===== src/hpw_pkg.sv =====
/*
 * Shared constants and carrier types for the host power watchdog controller.
 * Assumes a single 125 MHz clock domain and a host that acts as I2C master.
 */
package hpw_pkg;

	// ------------------------------------------------------------
	// Register and command locations
	// ------------------------------------------------------------
	localparam logic [7:0] REG_FAN_MGMT       = 8'h30;
	localparam logic [7:0] REG_REMOTE_SD      = 8'h32;
	localparam logic [7:0] REG_REMOTE_DETECT  = 8'h33;
	localparam logic [7:0] REG_PWR_RESTORE    = 8'h34;
	localparam logic [7:0] REG_WD_CTRL        = 8'h35;
	localparam logic [7:0] REG_WD_TIMEOUT     = 8'h36;
	localparam logic [7:0] REG_WD_REBOOT      = 8'h37;
	localparam logic [7:0] REG_WD_POWER_OFF   = 8'h38;
	localparam logic [7:0] REG_BUS_ADDR       = 8'h39;
	localparam logic [7:0] CMD_RESET_DEFAULTS = 8'h80;
	localparam logic [7:0] CMD_RESERVED       = 8'h81;
	localparam logic [7:0] CMD_KEEP_ALIVE     = 8'h82;
	localparam logic [7:0] CMD_ALIVE          = 8'h83;
	localparam logic [7:0] CMD_FAN0_SPEED     = 8'h84;
	localparam logic [7:0] CMD_FAN1_SPEED     = 8'h85;

	// ------------------------------------------------------------
	// Field positions and reset values
	// ------------------------------------------------------------
	localparam int RESTORE_ENABLE_BIT = 0;
	localparam int RESTORE_MODE_BIT   = 1;
	localparam int WD_ENABLE_BIT      = 7;
	localparam int FAN_TANDEM_BIT     = 7;
	localparam int ALIVE_OFF_BIT      = 0;

	localparam logic [7:0] DEF_FAN_MGMT      = 8'hA4;
	localparam logic [7:0] DEF_REMOTE_SD     = 8'h1E;
	localparam logic [7:0] DEF_REMOTE_DETECT = 8'h00;
	localparam logic [7:0] DEF_PWR_RESTORE   = 8'h00;
	localparam logic [7:0] DEF_WD_CTRL       = 8'h00;
	localparam logic [7:0] DEF_WD_TIMEOUT    = 8'h78;
	localparam logic [7:0] DEF_WD_REBOOT     = 8'h78;
	localparam logic [7:0] DEF_WD_POWER_OFF  = 8'h0A;
	localparam logic [7:0] DEF_BUS_ADDR      = 8'h5A;
	localparam logic [7:0] DEF_FAN_SPEED     = 8'h64;
	localparam logic [7:0] FAN_MAX_PCT       = 8'h64;
	localparam logic [7:0] READ_ALL_ONES     = 8'hFF;
	localparam logic [7:0] DEF_BLOCK_LEN     = 8'h0A;

	// ------------------------------------------------------------
	// Timing
	// ------------------------------------------------------------
	localparam int CLK_PERIOD_NS = 8;
	localparam int SECOND_NS     = 1000000000;
	localparam int SECOND_CYCLES = SECOND_NS / CLK_PERIOD_NS;

	// ------------------------------------------------------------
	// Carriers
	// ------------------------------------------------------------
	typedef struct packed {
		logic       stb;
		logic [7:0] addr;
		logic [7:0] data;
	} hpw_wr_t;

	typedef struct packed {
		logic [7:0] base;
		logic [7:0] idx;
	} hpw_rd_t;

	typedef struct packed {
		logic [7:0] fan_mgmt;
		logic [7:0] remote_shutdown_delay;
		logic [7:0] remote_shutdown_detect_delay;
		logic [7:0] power_restore_control;
		logic [7:0] watchdog_control;
		logic [7:0] watchdog_timeout_delay;
		logic [7:0] watchdog_reboot_delay;
		logic [7:0] watchdog_power_off_delay;
		logic [7:0] bus_target_address;
		logic [7:0] fan0_speed;
		logic [7:0] fan1_speed;
	} hpw_cfg_t;

	localparam hpw_cfg_t DEF_CFG = '{
		fan_mgmt:                     DEF_FAN_MGMT,
		remote_shutdown_delay:        DEF_REMOTE_SD,
		remote_shutdown_detect_delay: DEF_REMOTE_DETECT,
		power_restore_control:        DEF_PWR_RESTORE,
		watchdog_control:             DEF_WD_CTRL,
		watchdog_timeout_delay:       DEF_WD_TIMEOUT,
		watchdog_reboot_delay:        DEF_WD_REBOOT,
		watchdog_power_off_delay:     DEF_WD_POWER_OFF,
		bus_target_address:           DEF_BUS_ADDR,
		fan0_speed:                   DEF_FAN_SPEED,
		fan1_speed:                   DEF_FAN_SPEED
	};

endpackage


===== src/hpw_i2c_target.sv =====
/*
 * I2C target: address match, register pointer, write strobes and read bursts.
 * Assumes raw scl/sda pin levels; sda is open drain, oe high pulls it low.
 */
`timescale 1ns/1ns

module hpw_i2c_target (
	input  wire logic             mclk,
	input  wire logic             rst,
	input  wire logic             ce,
	input  wire logic             scl_in,
	input  wire logic             sda_in,
	input  wire logic [6:0]       my_addr,
	input  wire logic [7:0]       rd_data,
	output hpw_pkg::hpw_wr_t      wr,
	output hpw_pkg::hpw_rd_t      rd,
	output logic                  sda_oe
);

	typedef enum logic [3:0] {
		HPW_I_IDLE, HPW_I_ADDR, HPW_I_ACK_A, HPW_I_PTR, HPW_I_ACK_P,
		HPW_I_WDATA, HPW_I_ACK_W, HPW_I_RDATA, HPW_I_RACK
	} hpw_i2c_st_t;

	typedef struct packed {
		logic [2:0]       scl_sync;
		logic [2:0]       sda_sync;
		hpw_i2c_st_t      st;
		logic [2:0]       bitn;
		logic [7:0]       sh;
		logic             rnw;
		logic             acked;
		logic             oe;
		logic [7:0]       ptr;
		hpw_pkg::hpw_rd_t rd;
		hpw_pkg::hpw_wr_t wr;
	} hpw_i2c_state_t;

	hpw_i2c_state_t s_ff;
	hpw_i2c_state_t nxt_s;

	logic scl_rise;
	logic scl_fall;
	logic start_c;
	logic stop_c;
	logic sda_v;

	// Edges read only stages 2 and 3; stage 1 feeds stage 2 alone
	assign sda_v    = s_ff.sda_sync[1];
	assign scl_rise = s_ff.scl_sync[1] & ~s_ff.scl_sync[2];
	assign scl_fall = ~s_ff.scl_sync[1] & s_ff.scl_sync[2];
	assign start_c  = s_ff.scl_sync[1] & s_ff.scl_sync[2] & ~sda_v & s_ff.sda_sync[2];
	assign stop_c   = s_ff.scl_sync[1] & s_ff.scl_sync[2] & sda_v & ~s_ff.sda_sync[2];

	always_comb begin
		nxt_s          = s_ff;
		nxt_s.scl_sync = {s_ff.scl_sync[1:0], scl_in};
		nxt_s.sda_sync = {s_ff.sda_sync[1:0], sda_in};
		nxt_s.wr.stb   = 1'b0;
		if (start_c) begin
			nxt_s.st   = HPW_I_ADDR;
			nxt_s.bitn = 3'd0;
			nxt_s.oe   = 1'b0;
		end else if (stop_c) begin
			nxt_s.st = HPW_I_IDLE;
			nxt_s.oe = 1'b0;
		end else begin
			case (s_ff.st)
			HPW_I_ADDR, HPW_I_PTR, HPW_I_WDATA: begin
				if (scl_rise) begin
					nxt_s.sh   = {s_ff.sh[6:0], sda_v};
					nxt_s.bitn = s_ff.bitn + 3'd1;
					nxt_s.acked = 1'b0;
					if (s_ff.bitn == 3'd7) begin
						case (s_ff.st)
						HPW_I_ADDR: begin

							if (s_ff.sh[6:0] == my_addr) begin
								nxt_s.rnw = sda_v;
								nxt_s.st  = HPW_I_ACK_A;
							end else begin
								nxt_s.st = HPW_I_IDLE;
							end
						end
						HPW_I_PTR: begin
							nxt_s.ptr = {s_ff.sh[6:0], sda_v};
							nxt_s.st  = HPW_I_ACK_P;
						end
						default: begin

							nxt_s.wr.stb  = 1'b1;
							nxt_s.wr.addr = s_ff.ptr;
							nxt_s.wr.data = {s_ff.sh[6:0], sda_v};
							nxt_s.ptr     = s_ff.ptr + 8'd1;
							nxt_s.st      = HPW_I_ACK_W;
						end
						endcase
					end
				end
			end
			HPW_I_ACK_A, HPW_I_ACK_P, HPW_I_ACK_W: begin
				if (scl_fall) begin
					if (!s_ff.acked) begin
						nxt_s.oe    = 1'b1;
						nxt_s.acked = 1'b1;
						// Read start latched a whole bit early so rd_data has settled
						nxt_s.rd.base = s_ff.ptr;
						nxt_s.rd.idx  = 8'd0;
					end else if (s_ff.st == HPW_I_ACK_A && s_ff.rnw) begin
						nxt_s.rd.base = s_ff.ptr;
						nxt_s.rd.idx  = 8'd0;
						nxt_s.sh      = rd_data;
						nxt_s.oe      = ~rd_data[7];
						nxt_s.bitn    = 3'd0;
						nxt_s.st      = HPW_I_RDATA;
					end else begin
						nxt_s.oe   = 1'b0;
						nxt_s.bitn = 3'd0;
						nxt_s.st   = (s_ff.st == HPW_I_ACK_A) ? HPW_I_PTR : HPW_I_WDATA;
					end
				end
			end
			HPW_I_RDATA: begin
				if (scl_fall) begin
					nxt_s.bitn = s_ff.bitn + 3'd1;
					if (s_ff.bitn == 3'd7) begin
						nxt_s.oe = 1'b0;
						nxt_s.st = HPW_I_RACK;
					end else begin
						nxt_s.sh = {s_ff.sh[6:0], 1'b0};
						nxt_s.oe = ~s_ff.sh[6];
					end
				end
			end
			HPW_I_RACK: begin
				if (scl_rise) begin
					// Master nack ends the burst
					if (sda_v) begin
						nxt_s.st = HPW_I_IDLE;
					end else begin
						nxt_s.rd.idx = s_ff.rd.idx + 8'd1;
						nxt_s.acked  = 1'b1;
					end
				end else if (scl_fall && s_ff.acked) begin
					nxt_s.acked = 1'b0;
					nxt_s.sh    = rd_data;
					nxt_s.oe    = ~rd_data[7];
					nxt_s.bitn  = 3'd0;
					nxt_s.st    = HPW_I_RDATA;
				end
			end
			default: begin
				nxt_s.oe = 1'b0;
			end
			endcase
		end
	end

	always_ff @(posedge mclk) begin
		if (rst) begin
			s_ff          <= '0;
			s_ff.scl_sync <= 3'b111;
			s_ff.sda_sync <= 3'b111;
			s_ff.st       <= HPW_I_IDLE;
		end else if (ce) begin
			s_ff <= nxt_s;
		end
	end

	assign wr     = s_ff.wr;
	assign rd     = s_ff.rd;
	assign sda_oe = s_ff.oe;

endmodule


===== src/hpw_power_watchdog.sv =====
/*
 * Host power watchdog controller: register map, remote shutdown, power
 * restore after supply failure, keep-alive watchdog and fan speed settings.
 * Assumes supply_ok and the I2C pins are asynchronous to mclk.
 */
// Contract
// Alive drop: power off after remote delay
// Alive return cancels pending power removal
// Restore enabled: detect delay before dropping indication
// Restore register bits one, zero; reset zero
// Restore disabled: never auto power-on
// Mode zero: restore only if was on
// Mode one: always restore power
// Watchdog enable bit seven, attempts 0-127
// No keep-alive within timeout: power-cycle
// After reboot wait reboot delay
// Power-cycle off time from register
// Own bus address held in register
// Write 0x80 restores defaults; read gives block
// Keep-alive write restarts count; reads ones
// Fan speeds 0-100 writable and readable
// Commands share bus, trigger actions
// Tandem: fan 1 writes ignored
// Alive command bit zero; reads ones
// Delays count whole seconds from tick
`timescale 1ns/1ns

module hpw_power_watchdog #(
	parameter int SECOND_CYCLES = hpw_pkg::SECOND_CYCLES
) (
	input  wire logic mclk,
	input  wire logic rst,
	input  wire logic ce,
	input  wire logic scl_in,
	input  wire logic sda_in,
	output logic      sda_out,
	output logic      sda_oe,
	input  wire logic supply_ok,
	output logic      host_power_on,
	output logic      alive_indication,
	output logic [7:0] fan0_duty,
	output logic [7:0] fan1_duty
);

	// ------------------------------------------------------------
	// State
	// ------------------------------------------------------------
	typedef enum logic [2:0] {
		HPW_P_OFF, HPW_P_ON, HPW_P_DETECT, HPW_P_SHUTDOWN, HPW_P_CYCLE
	} hpw_pwr_st_t;

	typedef enum logic [1:0] {
		HPW_W_IDLE, HPW_W_RUN, HPW_W_REBOOT, HPW_W_SPENT
	} hpw_wd_st_t;

	typedef struct packed {
		hpw_pkg::hpw_cfg_t cfg;
		logic [2:0]        supply_sync;
		logic              alive_cmd;
		logic              alive_out;
		hpw_pwr_st_t       pst;
		logic [7:0]        pcnt;
		logic              was_on;
		hpw_wd_st_t        wst;
		logic [7:0]        wcnt;
		logic [6:0]        attempts;
		logic [31:0]       tick_cnt;
		logic              tick;
		logic              power;
		logic [7:0]        fan0;
		logic [7:0]        fan1;
	} hpw_state_t;

	hpw_state_t s_ff;
	hpw_state_t nxt_s;

	hpw_pkg::hpw_wr_t wr;
	hpw_pkg::hpw_rd_t rd;
	logic [7:0]       rd_data;
	logic [7:0]       rd_addr;
	logic             i2c_oe;

	// ------------------------------------------------------------
	// Register decode
	// ------------------------------------------------------------
	function automatic logic [7:0] cfg_read(input hpw_pkg::hpw_cfg_t c, input logic [7:0] a);
		logic [7:0] v;
		v = hpw_pkg::READ_ALL_ONES;
		case (a)
		hpw_pkg::REG_FAN_MGMT:      v = c.fan_mgmt;
		hpw_pkg::REG_REMOTE_SD:     v = c.remote_shutdown_delay;
		hpw_pkg::REG_REMOTE_DETECT: v = c.remote_shutdown_detect_delay;
		hpw_pkg::REG_PWR_RESTORE:   v = c.power_restore_control;
		hpw_pkg::REG_WD_CTRL:       v = c.watchdog_control;
		hpw_pkg::REG_WD_TIMEOUT:    v = c.watchdog_timeout_delay;
		hpw_pkg::REG_WD_REBOOT:     v = c.watchdog_reboot_delay;
		hpw_pkg::REG_WD_POWER_OFF:  v = c.watchdog_power_off_delay;
		hpw_pkg::REG_BUS_ADDR:      v = c.bus_target_address;
		hpw_pkg::CMD_FAN0_SPEED:    v = c.fan0_speed;
		hpw_pkg::CMD_FAN1_SPEED:    v = c.fan1_speed;
		default:                    v = hpw_pkg::READ_ALL_ONES;
		endcase
		return v;
	endfunction

	function automatic logic [7:0] clamp_pct(input logic [7:0] d);
		return (d > hpw_pkg::FAN_MAX_PCT) ? hpw_pkg::FAN_MAX_PCT : d;
	endfunction

	assign rd_addr = rd.base + rd.idx;

	always_comb begin
		if (rd.base == hpw_pkg::CMD_RESET_DEFAULTS) begin
			// Default block walks the configuration window byte by byte
			if (rd.idx < hpw_pkg::DEF_BLOCK_LEN) begin
				rd_data = cfg_read(hpw_pkg::DEF_CFG, hpw_pkg::REG_FAN_MGMT + rd.idx);
			end else begin
				rd_data = hpw_pkg::READ_ALL_ONES;
			end
		end else begin
			rd_data = cfg_read(s_ff.cfg, rd_addr);
		end
	end

	hpw_i2c_target u_i2c (
		.mclk    (mclk),
		.rst     (rst),
		.ce      (ce),
		.scl_in  (scl_in),
		.sda_in  (sda_in),
		.my_addr (s_ff.cfg.bus_target_address[6:0]),
		.rd_data (rd_data),
		.wr      (wr),
		.rd      (rd),
		.sda_oe  (i2c_oe)
	);

	// ------------------------------------------------------------
	// Next state
	// ------------------------------------------------------------
	logic supply_fall;
	logic supply_rise;
	logic keep_alive;
	logic alive_fall;
	logic alive_rise;
	logic wd_on;
	logic restore_en;

	assign supply_fall = ~s_ff.supply_sync[1] & s_ff.supply_sync[2];
	assign supply_rise = s_ff.supply_sync[1] & ~s_ff.supply_sync[2];
	assign keep_alive  = wr.stb && wr.addr == hpw_pkg::CMD_KEEP_ALIVE;
	assign alive_fall  = wr.stb && wr.addr == hpw_pkg::CMD_ALIVE &&
		wr.data[hpw_pkg::ALIVE_OFF_BIT] && s_ff.alive_cmd;
	assign alive_rise  = wr.stb && wr.addr == hpw_pkg::CMD_ALIVE &&
		!wr.data[hpw_pkg::ALIVE_OFF_BIT];
	// A zero timeout also disables the watchdog
	assign wd_on       = s_ff.cfg.watchdog_control[hpw_pkg::WD_ENABLE_BIT] &&
		s_ff.cfg.watchdog_timeout_delay != 8'h00;
	assign restore_en  = s_ff.cfg.power_restore_control[hpw_pkg::RESTORE_ENABLE_BIT];

	always_comb begin
		nxt_s             = s_ff;
		nxt_s.supply_sync = {s_ff.supply_sync[1:0], supply_ok};

		// One-second tick shared by all delays
		nxt_s.tick = 1'b0;
		if (s_ff.tick_cnt >= 32'(SECOND_CYCLES - 1)) begin
			nxt_s.tick_cnt = 32'h0000_0000;
			nxt_s.tick     = 1'b1;
		end else begin
			nxt_s.tick_cnt = s_ff.tick_cnt + 32'h0000_0001;
		end
		if (s_ff.tick && s_ff.pcnt != 8'h00) begin
			nxt_s.pcnt = s_ff.pcnt - 8'h01;
		end
		if (s_ff.tick && s_ff.wcnt != 8'h00) begin
			nxt_s.wcnt = s_ff.wcnt - 8'h01;
		end

		// Register and command writes
		if (wr.stb) begin
			case (wr.addr)
			hpw_pkg::REG_FAN_MGMT:      nxt_s.cfg.fan_mgmt = wr.data;
			hpw_pkg::REG_REMOTE_SD:     nxt_s.cfg.remote_shutdown_delay = wr.data;
			hpw_pkg::REG_REMOTE_DETECT: nxt_s.cfg.remote_shutdown_detect_delay = wr.data;
			hpw_pkg::REG_PWR_RESTORE:   nxt_s.cfg.power_restore_control = {6'h00, wr.data[1:0]};
			hpw_pkg::REG_WD_CTRL:       nxt_s.cfg.watchdog_control = wr.data;
			hpw_pkg::REG_WD_TIMEOUT:    nxt_s.cfg.watchdog_timeout_delay = wr.data;
			hpw_pkg::REG_WD_REBOOT:     nxt_s.cfg.watchdog_reboot_delay = wr.data;
			hpw_pkg::REG_WD_POWER_OFF:  nxt_s.cfg.watchdog_power_off_delay = wr.data;
			hpw_pkg::REG_BUS_ADDR:      nxt_s.cfg.bus_target_address = wr.data;
			hpw_pkg::CMD_RESET_DEFAULTS: nxt_s.cfg = hpw_pkg::DEF_CFG;
			hpw_pkg::CMD_FAN0_SPEED:    nxt_s.cfg.fan0_speed = clamp_pct(wr.data);
			hpw_pkg::CMD_FAN1_SPEED: begin
				if (!s_ff.cfg.fan_mgmt[hpw_pkg::FAN_TANDEM_BIT]) begin
					nxt_s.cfg.fan1_speed = clamp_pct(wr.data);
				end
			end
			default: begin
				nxt_s.cfg = nxt_s.cfg;
			end
			endcase
		end
		if (alive_rise) begin
			nxt_s.alive_cmd = 1'b1;
			nxt_s.alive_out = 1'b1;
		end else if (alive_fall) begin
			nxt_s.alive_cmd = 1'b0;
		end

		// Fans follow fan 0 in tandem
		nxt_s.fan0 = s_ff.cfg.fan0_speed;
		nxt_s.fan1 = s_ff.cfg.fan_mgmt[hpw_pkg::FAN_TANDEM_BIT] ?
			s_ff.cfg.fan0_speed : s_ff.cfg.fan1_speed;

		// Power sequencing
		case (s_ff.pst)
		HPW_P_OFF: begin
			nxt_s.power = 1'b0;
			if (supply_rise && restore_en &&
			    (s_ff.cfg.power_restore_control[hpw_pkg::RESTORE_MODE_BIT] || s_ff.was_on)) begin
				nxt_s.pst   = HPW_P_ON;
				nxt_s.power = 1'b1;
			end
		end
		HPW_P_ON: begin
			if (alive_fall) begin
				if (restore_en) begin
					nxt_s.pst  = HPW_P_DETECT;
					nxt_s.pcnt = s_ff.cfg.remote_shutdown_detect_delay;
				end else begin
					nxt_s.pst       = HPW_P_SHUTDOWN;
					nxt_s.pcnt      = s_ff.cfg.remote_shutdown_delay;
					nxt_s.alive_out = 1'b0;
				end
			end
		end
		HPW_P_DETECT: begin
			if (alive_rise) begin
				nxt_s.pst = HPW_P_ON;
			end else if (s_ff.pcnt == 8'h00) begin
				nxt_s.pst       = HPW_P_SHUTDOWN;
				nxt_s.pcnt      = s_ff.cfg.remote_shutdown_delay;
				nxt_s.alive_out = 1'b0;
			end
		end
		HPW_P_SHUTDOWN: begin
			if (alive_rise) begin
				nxt_s.pst = HPW_P_ON;
			end else if (s_ff.pcnt == 8'h00) begin
				nxt_s.pst   = HPW_P_OFF;
				nxt_s.power = 1'b0;
			end
		end
		HPW_P_CYCLE: begin
			nxt_s.power = 1'b0;
			if (s_ff.pcnt == 8'h00) begin
				nxt_s.pst   = HPW_P_ON;
				nxt_s.power = 1'b1;
			end
		end
		default: begin
			nxt_s.pst = HPW_P_OFF;
		end
		endcase

		// Watchdog
		case (s_ff.wst)
		HPW_W_IDLE: begin
			if (wd_on && s_ff.pst == HPW_P_ON) begin
				nxt_s.wst      = HPW_W_RUN;
				nxt_s.wcnt     = s_ff.cfg.watchdog_timeout_delay;
				nxt_s.attempts = 7'h00;
			end
		end
		HPW_W_RUN, HPW_W_REBOOT, HPW_W_SPENT: begin
			if (!wd_on || s_ff.pst == HPW_P_OFF) begin
				nxt_s.wst = HPW_W_IDLE;
			end else if (s_ff.wst == HPW_W_SPENT) begin
				nxt_s.wst = HPW_W_SPENT;
			end else if (s_ff.pst == HPW_P_CYCLE) begin
				// Reboot window restarts while power is held off
				nxt_s.wcnt = s_ff.cfg.watchdog_reboot_delay;
			end else if (keep_alive) begin
				nxt_s.wst      = HPW_W_RUN;
				nxt_s.wcnt     = s_ff.cfg.watchdog_timeout_delay;
				nxt_s.attempts = 7'h00;
			end else if (s_ff.wcnt == 8'h00 && s_ff.pst == HPW_P_ON) begin
				if (s_ff.wst == HPW_W_RUN ||
				    s_ff.attempts < s_ff.cfg.watchdog_control[6:0]) begin
					nxt_s.wst      = HPW_W_REBOOT;
					nxt_s.attempts = (s_ff.wst == HPW_W_RUN) ? 7'h00 : s_ff.attempts + 7'h01;
					nxt_s.pst      = HPW_P_CYCLE;
					nxt_s.pcnt     = s_ff.cfg.watchdog_power_off_delay;
					nxt_s.power    = 1'b0;
				end else begin
					// Attempts used up: stay quiet until enable or power changes
					nxt_s.wst = HPW_W_SPENT;
				end
			end
		end
		default: begin
			nxt_s.wst = HPW_W_IDLE;
		end
		endcase

		// Supply failure overrides power, watchdog and alive state
		if (supply_fall) begin
			nxt_s.was_on    = s_ff.power;
			nxt_s.pst       = HPW_P_OFF;
			nxt_s.power     = 1'b0;
			nxt_s.wst       = HPW_W_IDLE;
			nxt_s.alive_cmd = 1'b0;
			nxt_s.alive_out = 1'b0;
		end
	end

	always_ff @(posedge mclk) begin
		if (rst) begin
			s_ff     <= '0;
			s_ff.cfg <= hpw_pkg::DEF_CFG;
			s_ff.pst <= HPW_P_OFF;
			s_ff.wst <= HPW_W_IDLE;
		end else if (ce) begin
			s_ff <= nxt_s;
		end
	end

	// ------------------------------------------------------------
	// Outputs
	// ------------------------------------------------------------
	assign sda_out          = 1'b0;
	assign sda_oe           = i2c_oe;
	assign host_power_on    = s_ff.power;
	assign alive_indication = s_ff.alive_out;
	assign fan0_duty        = s_ff.fan0;
	assign fan1_duty        = s_ff.fan1;

endmodule


===== config.mk =====
export PLATFORM = sky130hd
export DESIGN_NAME = hpw_power_watchdog
export DESIGN_NICKNAME = d
export VERILOG_FILES = /design/src/hpw_pkg.sv /design/src/hpw_i2c_target.sv /design/src/hpw_power_watchdog.sv
export SDC_FILE = /design/constraint.sdc
export NUM_CORES = 1
export LEC_CHECK = 0
export ABC_AREA = 0
export BUFFER_PORTS_ARGS = -buffer_cell sky130_fd_sc_hd__buf_2
export CORE_MARGIN = 3
export CORE_UTILIZATION = 65
export DETAILED_ROUTE_END_ITERATION = 12
export PLACE_DENSITY = 0.82
export SETUP_SLACK_MARGIN = 0.1
export SLEW_MARGIN = 20
export SYNTH_ARGS = -nofsm -noshare
export SYNTH_HDL_FRONTEND = slang
export SYNTH_SLANG_ARGS = --single-unit

===== constraint.sdc =====
create_clock -name mclk -period 5.14 [get_ports mclk]
set_input_delay 0.514 -clock mclk [delete_from_list [all_inputs] [get_ports mclk]]
set_output_delay 0.514 -clock mclk [all_outputs]
set_load 0.02 [all_outputs]

# After elaboration in Yosys (flattened, before gate mapping)
# Index checks and enable logic that the tools add are counted.
[word_totals] register_bits=237 output_inout_bits=20
[classes] eq_ne=96 reduce_logical=75 n_lt_le_gt_ge=4 mux=128 add_sub_neg=9 bitwise=21
[op_table] cell="$pmux W8 S2" count=14
[op_table] cell="$eq A8 B6 Y1 const B" count=27
[op_table] cell="$mux W17" count=8
[op_table] cell="$mux W8" count=15
[op_table] cell="$mux W15" count=6
[op_table] cell="$mux W11" count=8
[op_table] cell="$pmux W8 S11" count=1
[op_table] cell="$eq A8 B8 Y1 const B" count=10
[op_table] cell="$pmux W15 S4" count=1
[op_table] cell="$pmux W8 S7" count=1
[op_table] cell="$mux W7" count=7
[op_table] cell="$pmux W17 S2" count=1
[op_table] cell="$add A32 B1 Y32 const B" count=1
[op_table] cell="$ge A32 B27 Y1 const B" count=1
[op_table] cell="$mux W1" count=32
[op_table] cell="$mux W16" count=2
[op_table] cell="$mux W32" count=1
[op_table] cell="$reduce_and A3 Y1" count=10
[op_table] cell="$ne A4 B1 Y1 const B" count=7
[op_table] cell="$mux W12" count=2
[op_table] cell="$reduce_and A8 Y1" count=3
[op_table] cell="$reduce_bool A2 Y1" count=12
[op_table] cell="$reduce_bool A8 Y1" count=3
[op_table] cell="$ne A3 B1 Y1 const B" count=7
[op_table] cell="59 further kinds" count=153

# Logic depth before layout (Yosys ltp)
# Gate-level depths: netlist of run 1.
[depth] word_depth=15 mapped_depth=11

# Hierarchy
# From an unflattened synthesis of run 1, not the netlist that was laid out.
[unflattened] hier_cells=1634 hier_area_um2=13392.8
[by_module_without_submodules] module="hpw_power_watchdog" area_per_inst_um2=9608.0 n_inst=1 seq_area_each_um2=3323.2 cells_per_inst=1184
[by_module_without_submodules] module="hpw_i2c_target" area_per_inst_um2=3784.9 n_inst=1 seq_area_each_um2=1281.2 cells_per_inst=450

# Worst setup path before layout of run 1
# OpenSTA, ideal clock, no wires.
[synth_path] path_kind="reg2reg" from="reg u_i2c.s_ff, in the netlist u_i2c.rd[0]" to="reg u_i2c.s_ff[45] in the netlist's numbering" setup_time_ps=132 t_arrival_ps=2717 stages_incl_launch_ff=12 path_buffers=0 t_required_ps=5008 slack_ps=2291 cell_sequence="dfxtp_1 > ha_1 > inv_1 > fa_1 > or2b_1 > a21oi_1 > xnor2_1 > o2111a_1 > and2_1 > o21bai_4 > o41ai_1 > a21oi_1"
[synth_via] elab_chain_cells=10
[synth_rtl] item="from (decl)" line_no="hpw_i2c_target.sv:39" text="hpw_i2c_state_t s_ff;"
[synth_rtl] item="from (signal assigned)" line_no="hpw_i2c_target.sv:166" text="s_ff <= nxt_s;"
[synth_rtl] item="$add A6 B8 Y8" line_no="hpw_power_watchdog.sv:116" text="rd_data = cfg_read(hpw_pkg::DEF_CFG, hpw_pkg::REG_FAN_MGMT + rd.idx);"
[synth_rtl] item="$eq A8 B6 Y1 / $eq A8 B8 Y1 (equally long branches)" line_no="hpw_power_watchdog.sv:89" text="case (a)"
[synth_rtl] item="$reduce_or A3 Y1 (no line) / $reduce_or A2 Y1 (equally long branches)"
[synth_rtl] item="$pmux W8 S7" line_no="hpw_power_watchdog.sv:89"
[synth_rtl] item="$mux W8" line_no="hpw_power_watchdog.sv:115" text="if (rd.idx < hpw_pkg::DEF_BLOCK_LEN) begin"
[synth_rtl] item="$mux W8 *" line_no="hpw_power_watchdog.sv:113" text="if (rd.base == hpw_pkg::CMD_RESET_DEFAULTS) begin"
[synth_rtl] item="$mux W8" line_no="hpw_i2c_target.sv:109" text="end else if (s_ff.st == HPW_I_ACK_A && s_ff.rnw) begin"
[synth_rtl] item="$mux W15" line_no="hpw_i2c_target.sv:103" text="if (!s_ff.acked) begin"
[synth_rtl] item="$mux W15" line_no="hpw_i2c_target.sv:102" text="if (scl_fall) begin"
[synth_rtl] item="$pmux W15 S4 *" line_no="hpw_i2c_target.sv:68" text="case (s_ff.st)"
# Mark *: on every way between the ends. The rest lies on a longest branch, timed or not. The select of a mux whose other input is x is not followed.
# A chain may end at the register's enable or synchronous reset.

# Final worst setup path of run 1
[layout_path] from="reg u_i2c.s_ff, in the netlist u_i2c.rd[0]" to="reg u_i2c.s_ff[47] in the netlist's numbering"
# Same word-level chain as after synthesis.

==> flow_summary.ini, run 1 <==
[die]
std_cell_rows = 50
initial_core_util_pct = 67.5
core_um2 = 19000
die_y_um = 147
io_pins = 26
die_area_um2 = 21500
fp.dieW_um = 147

[timing]
hold_viol = 0
finalMaxSlewViolations = 0
relSlewSlack_pct = 35.5
fin_worst_skew_ps = 11.8
fin_setup_tns_ps = 0
fin_crit_ps = 3300
period_share_pct = 64.2
setup_violations = 0
max_freq_ghz = 0.303
rsz0062_at_grt = no
worst_pin_slew_ps = 968

[yosys]
async_flop_share_pct = 0
ys_seq_elements = 230
netlist_area_um2 = 12800
synthAdderAreaFrac_pct = 2.67
yosysSeqAreaShare_pct = 35.9
yosys.area_share.simple_pct = 26.4
synthMuxAreaShare_pct = 5.69
ys_types = 93
synth_top_cell_area_share_pct = 35.9
synth_edf_count = 0
synthTopCellsByArea = dfxtp_1 36%, nor2_1 8.0%, nand2_1 5.4%
synth_top_family_by_area = simple AND/OR/NAND/NOR gates
synth_compound_area_share_pct = 20.1
synth_top_area_cell = dfxtp_1
syn_inst = 1642
synth-xor-area-share_pct = 4.37
synth_nets = 1674
yosys_warnings = 0
syn-mean-instance-area_um2 = 7.82
ys.flop_type = dfxtp_1

[global_route]
grt_pass1_vias = 11100
grt_pass1_wl_um = 59100
grt_overflow = 0
grt_max_degree = 85
grt.total_usage_pct = 33.0
antenna_found_initial = 0

[finish]
final_common_cell = nor2_1
fin_nets = 1624
fillCellCount = 1595
layout-area-overhead-vs-synth_pct = 7.28
final_cell_mix = 273 x nor2_1, 230 x dfxtp_1, 183 x nand2_1
drive_above_1_share_pct = 7.58
antenna_cells = 0
finalInstanceArea_um2 = 13800

[critical_path]
startpoint_type = flip-flop
cp.arrival_ps = 3670
cp_max_fo = 9
path_cells = ha_1, inv_1, fa_1, xnor2_1, nand2_1, nor2_1, and2_1, o21bai_4, nor4b_1, a211oi_1
rr_endpoint = u_i2c.s_ff[47]
critical_path_buf_inv_count = 1
r2r_start = u_i2c.rd[0]
cp_slowest_stage_delay_ps = 670
rrSetupSlack_ps = 1840
r2r_cells = 10
cp_top_family = simple AND/OR/NAND/NOR gates
path_class = flip-flop to flip-flop
cp-end-kind = flip-flop
worstPathRequired_ps = 5510
crit_slowest_cell = xnor2_1

[drt]
drc = 0
top_layer = met4
ant_nets = 0
wl_per_cell_um = 19.7
dr.pass1.iters = 8
met2_length_um = 16600
initialDrtViolationCount = 1395
wl_met3_um = 3130
wl_met1_um = 15400
vias_per_cell = 6.55
drt-total-wl_um = 36900
vias = 12200

[clocking]
cts.sinks = 230
cts_setup_buffers = 0
postCtsHoldBufs = 0
cts_resized = 0
numCtsBuffers = 25
clock_path_buffers = 3
insertion_delay_ps = 530
root_buffer = clkbuf_16
h-tree-depth = 1
clk_pin_slew_worst_paths_ps = 60
cts_tree = built

[worst_hold_path]
hold_end = u_i2c.nxt_s[63]
hold_class = primary input to flip-flop
worstHoldStart = scl_in
min_delay_path_depth = 3

[placed_design]
gp_congestion = 0.970
port_buffers = 24
placed_area_um2 = 12900
hpwlAfterDp_um = 26100

[run]
max-cap-violations = 0

[outcome]
status = complete, no violations

[pwr]
peakVddDrop_mv = 0.260
leakage_nw = 5.06
pwr_density_cell_nw_per_um2 = 286
-- report_power, final --
part | internal (mW) | switching (mW)
logic | 0.0513 | 0.108
clock network | 1.21 | 0.749
registers | 1.80 | 0.0201
total | 3.06 | 0.877
-- per-layer routing --
metal | global-route usage [%] | vias to the layer above
li1 | - | 5773
met2 | 52.7 | 601
met1 | 44.6 | 5745
met5 | 0 | -
met4 | 13.5 | 0
met3 | 5.52 | 116
-- cell usage after synthesis (15+ instances only) --
cell type	number
clkbuf_1	85
nand4_1	18
ha_1	25
o21ai_0	70
nor2b_1	22
a21oi_1	94
nor2_1	273
xnor2_1	27
nand3_1	55
nor4_1	15
a211oi_1	24
inv_1	32
and3_1	22
xor2_1	37
mux2i_1	64
a31oi_1	41
nor3_1	59
dfxtp_1	230
a22oi_1	23
nand2_1	183
buf_4	18
-- area by class of cell --
class | instances | area, um^2 | share of cell area [%]
timing repair buffer | 36 | 213 | 1.54
multi-input combinational | 1267 | 7620 | 55.3
inverter | 32 | 120 | 0.872
clock inverter | 9 | 174 | 1.26
sequential | 230 | 4600 | 33.4
clock buffer | 35 | 713 | 5.18
tap | 260 | 325 | 2.36
-- tightest hold or removal path, cell delays in order --
cell and delay [ps]:
buf_2 70, mux2i_1 60, nand2_1 60
-- flip-flops by register name (all words and copies together), names as in the netlist --
name	flops
s_ff	137
u_i2c.s_ff	26
u_i2c.wr	17
u_i2c.rd	16
nxt_s	10
fan0_duty	8
fan1_duty	8
u_i2c.nxt_s	4
alive_indication	1
host_power_on	1
restore_en	1
u_i2c.sda_oe	1
-- cell families (layout without fill, tap and decap cells) --
group	Yosys count	in the layout
other cells	1	1
buf+inv	145	112
flops	230	230
xor+xnor	64	64
simple gates	725	725
mux	71	71
fa+ha+maj	27	27
compound gates	379	379
-- stage by stage --
step | total power [mW] | std cells | setup WS, ps | utilization (%) | hold slack (ps)
after floorplan | 1.98 | 1642 | 2290 | - | 436
after global placement | 2.01 | 1825 | 1990 | 67.7 | 444
after detailed placement | 2.01 | 1825 | 1910 | 67.7 | 460
after CTS | 3.94 | 1869 | 1900 | 72.4 | 197
after global routing | 4.04 | 1869 | 1510 | 72.4 | 221
final | 3.94 | 1869 | 1840 | 72.4 | 210
-- how the worst max path moves through the flow --
stage                     start        endpoint  slack, ps  cells past startpoint
global route        u_i2c.rd[0]  u_i2c.s_ff[47]       1510                     10
detailed placement  u_i2c.rd[0]  u_i2c.s_ff[47]       1910                     10
global placement    u_i2c.rd[0]  u_i2c.s_ff[47]       1990                     10
finish              u_i2c.rd[0]  u_i2c.s_ff[47]       1840                     10
floorplan           u_i2c.rd[0]  u_i2c.s_ff[45]       2290                     11
CTS                 u_i2c.rd[0]  u_i2c.s_ff[47]       1900                     10
No activity file was read; power rests on OpenSTA's default activity.
==> run 2, diff against run 1 <==
--- a/config.mk
+++ b/config.mk
@@ -5,12 +5,12 @@
 export SDC_FILE = /design/constraint.sdc
 export NUM_CORES = 1
 export LEC_CHECK = 0
-export ABC_AREA = 0
+export ABC_AREA = 1
 export BUFFER_PORTS_ARGS = -buffer_cell sky130_fd_sc_hd__buf_2
 export CORE_MARGIN = 3
-export CORE_UTILIZATION = 65
+export CORE_UTILIZATION = 57
 export DETAILED_ROUTE_END_ITERATION = 12
-export PLACE_DENSITY = 0.82
+export PLACE_DENSITY = 0.76
 export SETUP_SLACK_MARGIN = 0.1
 export SLEW_MARGIN = 20
 export SYNTH_ARGS = -nofsm -noshare
==> constraint.sdc (replaced) <==
create_clock -name mclk -period 2.6 [get_ports mclk]
set_input_delay 0.26 -clock mclk [delete_from_list [all_inputs] [get_ports mclk]]
set_output_delay 0.26 -clock mclk [all_outputs]
set_load 0.02 [all_outputs]
==> flow_summary.ini, run 2 <==
[critical_path]
cp-end-kind = flip-flop
cp_max_fo = 8
cp.arrival_ps = 3000
r2r_start = u_i2c.rd[10]
path_class = flip-flop to flip-flop
startpoint_type = flip-flop
rrSetupSlack_ps = 80
worstPathRequired_ps = 3080
rr_endpoint = u_i2c.s_ff[44]
r2r_cells = 14

[yosys]
synth_common_cells = 349 x nand2_1, 252 x inv_1, 230 x dfxtp_1, 222 x nor2_1, 168 x a21oi_1
yosysSeqAreaShare_pct = 36.3
synthTopCellsByArea = dfxtp_1 36%, nand2_1 10%, inv_1 7.5%
synth_edf_count = 0
ys_seq_elements = 230
synth_top_area_cell = dfxtp_1
ys_types = 60
async_flop_share_pct = 0
yosys_warnings = 0
syn_inst = 1855
yosysMostFrequentCell = nand2_1
ys.flop_type = dfxtp_1
netlist_area_um2 = 12700
syn-mean-instance-area_um2 = 6.83
synth_nets = 1887
synth_top_cell_area_share_pct = 36.3

[clocking]
insertion_delay_ps = 540
cts_tree = built
h-tree-depth = 1
numCtsBuffers = 27
clock_path_buffers = 3
clk_pin_slew_worst_paths_ps = 60
root_buffer = clkbuf_16
cts.sinks = 230

[timing]
fin_worst_skew_ps = 13.3
setup_slack_ps = 80.2
hold_viol = 0
finalMaxSlewViolations = 0
hold_ws_ps = 112
worst_pin_slew_ps = 753
period_share_pct = 96.9
rsz0062_at_grt = yes
setup_violations = 0
relSlewSlack_pct = 49.8
max_freq_ghz = 0.397
fin_crit_ps = 2520

[global_route]
gr-usage-met3_pct = 4.90
grt_overflow = 0
grt_pass1_vias = 11700
antenna_found_initial = 1
grt_pass1_wl_um = 63900
met1_usage_pct = 47.9
grt_busiest_layer = met2
grt.total_usage_pct = 33.0
use_met2_pct = 50.9
grt_max_degree = 115

[die]
io_pins = 26
initial_core_util_pct = 59.2
core_um2 = 21400
die_area_um2 = 24100
std_cell_rows = 53
fp.dieW_um = 155
die_y_um = 155

[run]
max-cap-violations = 0

[worst_hold_path]
hold_class = primary input to flip-flop
hold_end = s_ff[62]
min_delay_path_depth = 2
worstHoldStart = ce

[pwr]
power_mw = 9.55
leakage_nw = 6.19
peakVddDrop_mv = 0.960
pwr_density_cell_nw_per_um2 = 647

[drt]
dr.pass1.iters = 8
vias_per_cell = 5.83
wl_per_cell_um = 18.6
vias = 13000
drt-total-wl_um = 41500
drc = 0
ant_nets = 0
initialDrtViolationCount = 1566

[placed_design]
placed_area_um2 = 13500
gp_congestion = 1.00
dpl_worst_slack_ps = -39.6
hpwlAfterDp_um = 30600
port_buffers = 24

[finish]
antenna_cells = 0
final_common_cell = nand2_1
largest_reg_flops = 137
fillCellCount = 1868
drive_above_1_share_pct = 14.7
final_cell_mix = 336 x nand2_1, 245 x inv_1, 226 x dfxtp_1
layout-area-overhead-vs-synth_pct = 16.6
utilization_pct = 69.0
regMostFlops = s_ff
fin_nets = 1975
finalInstanceArea_um2 = 14800

[outcome]
status = complete, no violations
-- run 2: through the flow --
step,setup TNS (ps),instances
finish,0,2236
global route,-670,2236
CTS,0,2223
detailed placement,-39.6,2170
global placement,0,2170
floorplan,0,1855
-- run 2: how the worst max path moves through the flow --
stage                             from              to  slack [ps]
after global routing       u_i2c.rd[0]    u_i2c.sda_oe        -130
after CTS                  u_i2c.rd[8]  u_i2c.s_ff[48]          70
after global placement     u_i2c.rd[0]  u_i2c.s_ff[48]          20
after floorplan            u_i2c.rd[0]    u_i2c.sda_oe         110
after detailed placement   u_i2c.rd[0]  u_i2c.s_ff[49]         -40
final                     u_i2c.rd[10]  u_i2c.s_ff[44]          80
-- run 2: layer usage --
metal | vias up | routed length (um)
met5 | - | 13
met4 | 2 | 1550
met3 | 89 | 3880
met2 | 609 | 18000
met1 | 6014 | 18100
li1 | 6333 | -
-- run 2: timing repair --
item | in CTS | in global routing
hold buffers | 3 | 0
pin swaps | 9 | 20
setup endpoints to repair | 9 | 30
hold endpoints to repair | 3 | 0
setup buffers | 3 | 11
gates resized for setup | 32 | 44
gates cloned | 0 | 2
-- run 2: area by class of cell --
cell class,instances,area [um^2],area share (%)
inverters,262,988,6.69
flip-flops and latches,230,4610,31.2
clock buffers,39,791,5.35
multi-input cells,1297,6970,47.2
clock inverters,8,148,0.999
well taps,275,344,2.33
repair buffers,125,922,6.24
-- run 2: kinds of logic (layout without fill, tap and decap cells) --
kind of cell	after synthesis	count (layout)	share of synthesized area, %
compound gates	454	454	20.6
simple gates	781	783	27.7
xor+xnor	33	33	2.28
buf+inv	330	434	10.5
fa+ha+maj	26	26	2.63
other cells	1	1	0.0296
flops	230	230	36.3
-- run 2: worst max-delay path: stages (launching register included) --
cell and delay, ps:
dfxtp_1 390, ha_2 330, nand2_1 110, nand2_1 70, nand2_1 90, nand4_2 160, nand2_1 160, nand2_2 80
nor2_4 250, nand2_2 180, nor2_1 280, a211oi_1 110, nand4_1 90, nand2_1 70, a21oi_2 110
-- run 2: where the power goes --
group / switching (mW) / internal (mW)
clock: 1.51 / 2.49
sequential: 0.155 / 3.66
combinational: 1.12 / 0.617
total: 2.78 / 6.77
